**src/sar_link_pkg.sv**
```systemverilog
// Shared constants and types for the converter control link
package sar_link_pkg;
    localparam int RES_BITS = 12;
    localparam int CODE_STEPS = 4096;
    localparam int CLK_PERIOD_NS = 20;
    localparam int CONV_TIME_NS = 300;
    localparam int ACQ_TIME_NS = 40;
    localparam int LIGHT_WAKE_NS = 300;
    localparam int DEEP_EXT_WAKE_US = 80;
    localparam int DEEP_INT_WAKE_MS = 500;
    // Longest times round down, least times round up
    localparam int CONV_CYCLES = (CONV_TIME_NS / CLK_PERIOD_NS) < 1 ? 1 : CONV_TIME_NS / CLK_PERIOD_NS;
    localparam int ACQ_CYCLES = (ACQ_TIME_NS + CLK_PERIOD_NS - 1) / CLK_PERIOD_NS;
    localparam int LIGHT_WAKE_CYCLES = (LIGHT_WAKE_NS + CLK_PERIOD_NS - 1) / CLK_PERIOD_NS;
    localparam int DEEP_EXT_WAKE_CYCLES = (DEEP_EXT_WAKE_US * 1000 + CLK_PERIOD_NS - 1) / CLK_PERIOD_NS;
    localparam longint DEEP_INT_WAKE_CYCLES_L = (64'(DEEP_INT_WAKE_MS) * 1000000 + CLK_PERIOD_NS - 1) / CLK_PERIOD_NS;
    localparam int DEEP_INT_WAKE_CYCLES = int'(DEEP_INT_WAKE_CYCLES_L);
    localparam int CNT_W = 25;
    localparam logic [RES_BITS-1:0] RESULT_RESET = 12'h000;
    localparam logic [CNT_W-1:0] CNT_ZERO = 25'h0000000;
    typedef enum logic [1:0] {
        DEV_TRACK = 2'b00,
        DEV_CONVERT = 2'b01
    } dev_state_t;
    typedef enum logic [1:0] {
        HOST_IDLE = 2'b00,
        HOST_WAKE = 2'b01,
        HOST_PULSE = 2'b10,
        HOST_BUSY = 2'b11
    } host_state_t;
endpackage : sar_link_pkg

```
**src/sar_link_if.sv**
```systemverilog
// Control pins between the host sequencer and the converter
`timescale 1ns/1ps
interface sar_link_if;
    logic convert_start_n;
    logic light_sleep_pin;
    logic deep_sleep_pin;
    logic reset_n;
    modport host (output convert_start_n, output light_sleep_pin, output deep_sleep_pin, output reset_n);
    modport device (input convert_start_n, input light_sleep_pin, input deep_sleep_pin, input reset_n);
endinterface : sar_link_if

```
**src/sar_conv_host.sv**
```systemverilog
// Host end: sleep control, wake-up timing and convert-start pulses
`timescale 1ns/1ps
module sar_conv_host
    import sar_link_pkg::*;
#(
    parameter int DEEP_INT_WAKE = DEEP_INT_WAKE_CYCLES,
    parameter int DEEP_EXT_WAKE = DEEP_EXT_WAKE_CYCLES
)
(
    input wire logic mclk_i,
    input wire logic rst_i,
    sar_link_if.host link,
    input wire logic start_i,
    input wire logic light_sleep_i,
    input wire logic deep_sleep_i,
    input wire logic ext_ref_i,
    input wire logic dev_reset_i,
    output logic ready_o,
    output logic conv_busy_o,
    output logic read_ok_o
);
    typedef struct packed {
        host_state_t state;
        logic [CNT_W-1:0] cnt;
        logic cs_n;
        logic light;
        logic deep;
        logic rst_n;
        logic ready;
        logic busy;
        logic read_ok;
    } host_reg_t;
    host_reg_t r_q;
    host_reg_t r_d;
    // Wake time for the mode being left
    function automatic logic [CNT_W-1:0] wake_cycles(input logic was_deep, input logic ext);
        if (!was_deep)
            return CNT_W'(LIGHT_WAKE_CYCLES);
        else if (ext)
            return CNT_W'(DEEP_EXT_WAKE);
        else
            return CNT_W'(DEEP_INT_WAKE);
    endfunction : wake_cycles
    always_comb begin
        r_d = r_q;
        r_d.rst_n = !dev_reset_i;
        if (r_q.cnt != CNT_ZERO)
            r_d.cnt = r_q.cnt - 25'h0000001;
        case (r_q.state)
            HOST_IDLE: begin
                if (deep_sleep_i) begin
                    r_d.deep = 1'b1;
                    r_d.state = HOST_WAKE;
                end else if (light_sleep_i && ext_ref_i) begin
                    r_d.light = 1'b1;
                    r_d.state = HOST_WAKE;
                end else if (start_i && r_q.cnt == CNT_ZERO) begin
                    r_d.cs_n = 1'b0;
                    r_d.busy = 1'b1;
                    r_d.state = HOST_PULSE;
                end
            end
            HOST_WAKE: begin
                if (r_q.deep && !deep_sleep_i) begin
                    r_d.deep = 1'b0;
                    r_d.cnt = wake_cycles(1'b1, ext_ref_i);
                    r_d.state = HOST_IDLE;
                end else if (r_q.light && !light_sleep_i) begin
                    r_d.light = 1'b0;
                    r_d.cnt = wake_cycles(1'b0, ext_ref_i);
                    r_d.state = HOST_IDLE;
                end
            end
            HOST_PULSE: begin
                r_d.cs_n = 1'b1;
                r_d.cnt = CNT_W'(CONV_CYCLES + ACQ_CYCLES - 1);
                r_d.state = HOST_BUSY;
            end
            HOST_BUSY: begin
                if (r_q.cnt == CNT_W'(ACQ_CYCLES))
                    r_d.busy = 1'b0;
                if (r_q.cnt == CNT_ZERO)
                    r_d.state = HOST_IDLE;
            end
            default: begin
                r_d.state = HOST_IDLE;
            end
        endcase
        r_d.ready = (r_d.state == HOST_IDLE) && (r_d.cnt == CNT_ZERO) && !r_d.light && !r_d.deep;
        // Read permission kept in its own flop so the output has no gate behind it
        r_d.read_ok = !r_d.busy;
    end
    always_ff @(posedge mclk_i or posedge rst_i) begin
        if (rst_i) begin
            r_q <= '{state: HOST_IDLE, cnt: CNT_ZERO, cs_n: 1'b1, light: 1'b0, deep: 1'b0,
                     rst_n: 1'b0, ready: 1'b0, busy: 1'b0, read_ok: 1'b1};
        end else begin
            r_q <= r_d;
        end
    end
    assign link.convert_start_n = r_q.cs_n;
    assign link.light_sleep_pin = r_q.light;
    assign link.deep_sleep_pin = r_q.deep;
    assign link.reset_n = r_q.rst_n;
    assign ready_o = r_q.ready;
    assign conv_busy_o = r_q.busy;
    assign read_ok_o = r_q.read_ok;
endmodule : sar_conv_host

```
**src/flat_wrapper.sv**
```systemverilog
// flat-port wrapper written by rule: the top's interface ports become plain ports
module sar_conv_host_flat import sar_link_pkg::*;
#(
    parameter int DEEP_INT_WAKE = DEEP_INT_WAKE_CYCLES,
    parameter int DEEP_EXT_WAKE = DEEP_EXT_WAKE_CYCLES
)
  (mclk_i, rst_i, start_i, light_sleep_i, deep_sleep_i, ext_ref_i, dev_reset_i, ready_o, conv_busy_o, read_ok_o, link_convert_start_n, link_light_sleep_pin, link_deep_sleep_pin, link_reset_n);
  sar_link_if link_i ();
  input wire logic mclk_i;
  input wire logic rst_i;
  input wire logic start_i;
  input wire logic light_sleep_i;
  input wire logic deep_sleep_i;
  input wire logic ext_ref_i;
  input wire logic dev_reset_i;
  output logic ready_o;
  output logic conv_busy_o;
  output logic read_ok_o;
  output wire logic [$bits(link_i.convert_start_n)-1:0] link_convert_start_n;
  output wire logic [$bits(link_i.light_sleep_pin)-1:0] link_light_sleep_pin;
  output wire logic [$bits(link_i.deep_sleep_pin)-1:0] link_deep_sleep_pin;
  output wire logic [$bits(link_i.reset_n)-1:0] link_reset_n;
  assign link_convert_start_n = link_i.convert_start_n;
  assign link_light_sleep_pin = link_i.light_sleep_pin;
  assign link_deep_sleep_pin = link_i.deep_sleep_pin;
  assign link_reset_n = link_i.reset_n;
  sar_conv_host #(.DEEP_INT_WAKE(DEEP_INT_WAKE), .DEEP_EXT_WAKE(DEEP_EXT_WAKE)) u_core (.mclk_i(mclk_i), .rst_i(rst_i), .link(link_i), .start_i(start_i), .light_sleep_i(light_sleep_i), .deep_sleep_i(deep_sleep_i), .ext_ref_i(ext_ref_i), .dev_reset_i(dev_reset_i), .ready_o(ready_o), .conv_busy_o(conv_busy_o), .read_ok_o(read_ok_o));
endmodule
```
**config.mk**
```make
export PLATFORM = sky130hd
export DESIGN_NAME = sar_conv_host_flat
export DESIGN_NICKNAME = d
export VERILOG_FILES = /design/src/sar_link_pkg.sv /design/src/sar_link_if.sv /design/src/sar_conv_host.sv /design/src/flat_wrapper.sv
export SDC_FILE = /design/constraint.sdc
export NUM_CORES = 1
export LEC_CHECK = 0
export ABC_AREA = 1
export BUFFER_PORTS_ARGS = -buffer_cell sky130_fd_sc_hd__clkbuf_2
export CAP_MARGIN = 20
export CORE_ASPECT_RATIO = 1.5
export CORE_UTILIZATION = 35
export CTS_CLUSTER_SIZE = 28
export DETAILED_ROUTE_END_ITERATION = 6
export PLACE_DENSITY_LB_ADDON = 0.08
export REMOVE_ABC_BUFFERS = 1
export SYNTH_ARGS = -nofsm -noshare
export SYNTH_HDL_FRONTEND = slang
export SYNTH_SLANG_ARGS = --single-unit
```
**constraint.sdc**
```tcl
create_clock -name mclk_i -period 2.6 [get_ports mclk_i]
set_clock_uncertainty 0.1 [all_clocks]
set_input_delay 0.52 -clock mclk_i [delete_from_list [all_inputs] [get_ports mclk_i]]
set_output_delay 0.52 -clock mclk_i [all_outputs]
set_load 0.1 [all_outputs]
```
==> Flow_metrics.wiki <==
{| class="wikitable"
! Metric !! Value
|-
| Run status || finished clean
|-
| Number of global-route vias before repair || 2406
|-
| Number of max-slew violations in the final report || 0
|-
| Antenna violations before repair || 0
|-
| Setup-failing EPs final || 0
|-
| Number of DRC violations after detailed-routing iteration 0 || 125
|-
| Placer's final routability congestion estimate || 0.930
|-
| Synthesis warning total || 0
|-
| Sequential fraction of the synthesis area || 35.6%
|-
| Pin count of the biggest net entering global routing || 35
|-
| Mean cell area of the mapped netlist || 6.64 um^2
|-
| Final worst slack || 0.209 ns
|-
| Reg clk slew, reported paths || 0.08 ns
|-
| Height of the die || 103 um
|-
| Core footprint || 6580 um^2
|-
| Fin. Hold Viols || 0
|-
| Endpoint required time on the critical path || 2.73 ns
|-
| Synth Register Bits || 34
|-
| Largest stage delay, worst path || 0.44 ns
|-
| Critical path startpoint category || register
|-
| Cell with the largest stage delay on the worst path || sky130_fd_sc_hd__dfrtp_1
|-
| Worst-Skew Late Latency || 0.31 ns
|-
| Reported leakage power || 1.55 nW
|-
| Synthesis-to-finish area growth || 15.1%
|-
| Area share of the leading cell type in the synthesized netlist || 33.4%
|-
| Path type of the worst min-delay path || input pin to async pin
|-
| Die Span X || 69.6 um
|-
| Synth cell count leaders || sky130_fd_sc_hd__nand2_1, sky130_fd_sc_hd__nor2_1, sky130_fd_sc_hd__inv_1
|-
| Total CTS buffers || 5
|-
| Count of different cell masters after synthesis || 29
|-
| TritonCTS clock tree || done
|-
| Total Nets Final || 404
|-
| Share of the clock period used by the worst path after layout || 91.9%
|-
| Category of the worst setup path capture point || register
|-
| Count of max-cap constraint violations || 0
|-
| Number of I/O port buffers || 13
|-
| Dominant cell type by area after synthesis || sky130_fd_sc_hd__dfrtp_1
|-
| Clock Root Buffer || sky130_fd_sc_hd__clkbuf_8
|-
| Detailed Place HPWL || 5640 um
|-
| Post-detailed-route via-to-cell ratio || 5.08
|-
| H-tree levels || 2
|-
| Share of final-layout standard cells stronger than drive strength 1 || 14.3%
|-
| Number of antenna-violating nets in the routed design || 0
|-
| Post-synthesis instance area || 2400 um^2
|-
| Worst Path Arrival || 2.53 ns
|-
| DRC Markers || 0
|-
| Chain of cells forming the critical path || inv_4, ha_1, inv_1, nor2_1, nand2_1, nor2_4, buf_4, nand4_1, o211ai_1, nand2_1, nor2_1, nand2_1, nor2_2, nand2_1, nor2_1
|-
| CP max FO || 8
|-
| Total number of vias || 2374
|-
| Proportion of register bits with asynchronous set or reset after synthesis || 100%
|-
| Detailed Route WL || 7290 um
|-
| Boundary Pins || 14
|-
| Drt pass-1 iters || 7
|-
| Worst slew margin relative to its limit || 63.6%
|-
| Final Instance Area || 2760 um^2
|-
| Biggest area contributors in the synthesized netlist || sky130_fd_sc_hd__dfrtp_1, sky130_fd_sc_hd__nand2_1, sky130_fd_sc_hd__nor2_1, sky130_fd_sc_hd__nand3_1, sky130_fd_sc_hd__inv_1
|-
| Area of combinational cells with multiple inputs || 1320 um^2
|-
| Sequential cell area || 853 um^2
|-
| Overflow left after global routing || 0
|-
| Startpoint-to-endpoint class of the critical path || register to register
|-
| CTS hold repair buffers || 0
|-
| Total die area || 7190 um^2
|-
| Number of synthesized flops with an enable pin || 0
|-
| Slew of the pin with the lowest slew margin || 0.549 ns
|-
| Worst slack after detailed placement || 0.0114 ns
|-
| Final antenna diode count || 0
|-
| Maximum resistive drop on vdd || 0.000742 V
|-
| Synthesized netlist cell count || 361
|-
| Most repeated cell in the gate-level netlist after synthesis || sky130_fd_sc_hd__nand2_1
|-
| Min Tclk post-route || 2.39 ns
|-
| CP most frequent cell || sky130_fd_sc_hd__nand2_1
|-
| Total clock sinks || 34
|-
| Total global-route track usage || 22.8%
|-
| Detail-routed net length per standard cell || 15.6 um
|-
| Fin Hold WS || 0.176 ns
|-
| Row count || 36
|-
| Final-layout fill cell count || 691
|-
| Initial Util || 36.4%
|-
| Most frequently used flop master after synthesis || sky130_fd_sc_hd__dfrtp_1
|-
| Power per Cell Area || 1410 nW/um^2
|-
| Placement-stage cell area || 2600 um^2
|-
| Longest Clk Path Bufs || 2
|-
| Peak Freq || 418 MHz
|-
| Global-route wire length before repair || 12100 um
|}
## layout make-up
cell class                      count  area share (%)
Clock inverter                      3            1.45
Sequential cell                    34            30.9
Multi-Input combinational cell    266            47.9
Tap cell                           76            3.45
Timing Repair Buffer               23            5.54
Inverter                           60            8.26
Clock buffer                        5            2.50
## flip-flops by register name, summed over array words and instances, names as in the netlist
signal                       cells
u_core.conv_busy_o               1
u_core.link.convert_start_n      1
u_core.link.deep_sleep_pin       1
u_core.link.light_sleep_pin      1
u_core.link.reset_n              1
u_core.r_q                      27
u_core.read_ok_o                 1
u_core.ready_o                   1
## where the power goes
part | switching, mW | internal (mW)
Sequential | 0.216 | 0.737
Combinational | 1.71 | 0.722
Clock | 0.217 | 0.282
Total | 2.15 | 1.74
## critical path, delay by kind of cell, from the launching register on
kind,cells,cell delay (ns)
buf+inv,3,0.33
simple gates,10,1.15
flops,1,0.44
fa+ha+maj,1,0.15
compound gates,1,0.14
## routing by layer
layer | track usage (%) | up-vias | wire [um]
met3 | 3.29 | 20 | 252
met1 | 23.1 | 1092 | 2780
met5 | 0 | - | 0
met4 | 12.7 | 0 | 282
li1 | - | 1199 | -
met2 | 44.7 | 63 | 3970
## placed cells by master (no fill, tap or decap), drive strengths merged
cell    netlist  routed
bufinv        0       1
nand4        15      15
a31oi         5       5
a21oi         6       6
dfrtp        32      32
xnor2         2       2
nor2         68      68
a31o          1       1
xor2          3       3
nor3          3       3
buf           2      10
dfstp         2       2
ha            7       7
nand2        99     100
nand3        41      41
o31ai         1       1
o211ai        1       1
clkinv        1       3
o21ai         9       9
inv          59      59
o21bai        2       2
clkbuf        0      18
and2          1       1
nand3b        1       1
## per-stage QoR
step / std cells / setup TNS, ns / util (%) / total power [mW]
after global routing: 467 / -0.0264 / 41.9 / 4.26
after global placement: 457 / 0 / 39.6 / 3.35
after CTS: 466 / 0 / 41.3 / 3.87
after floorplan: 359 / 0 / - / 2.68
final: 467 / 0 / 41.9 / 3.89
after detailed placement: 457 / 0 / 39.6 / 3.34
## path summary, 6_finish.rpt
kind	depth (start not counted)	startpoint	slack (ns)	end
min in group mclk_i	2	dev_reset_i	0.25	u_core.link.reset_n
worst max-delay path	15	u_core.r_q[7]	0.21	u_core.ready_o
worst max register to register	15	u_core.r_q[7]	0.21	u_core.ready_o
worst min-delay path	3	rst_i	0.18	u_core.conv_busy_o
worst min register to register	2	u_core.link.convert_start_n	0.38	u_core.link.convert_start_n
max in group asynchronous	3	rst_i	1.88	u_core.r_q[7]
## cell families (layout without fill, tap and decap cells)
kind of cell	after synthesis	after routing	share of synthesized area (%)
compound gates	25	25	6.06
xor+xnor	5	5	1.83
buf+inv	62	91	10.3
fa+ha+maj	7	7	3.66
simple gates	228	229	42.5
flops	34	34	35.6
## timing repair
action / in CTS / in global routing
gates resized for setup: 1 / 4
endpoints found under the setup margin: 1 / 1
pin swaps: 0 / 1
buffers inserted: 0 / 1
gates cloned: 1 / 0
(Power assumes the default switching activity.)
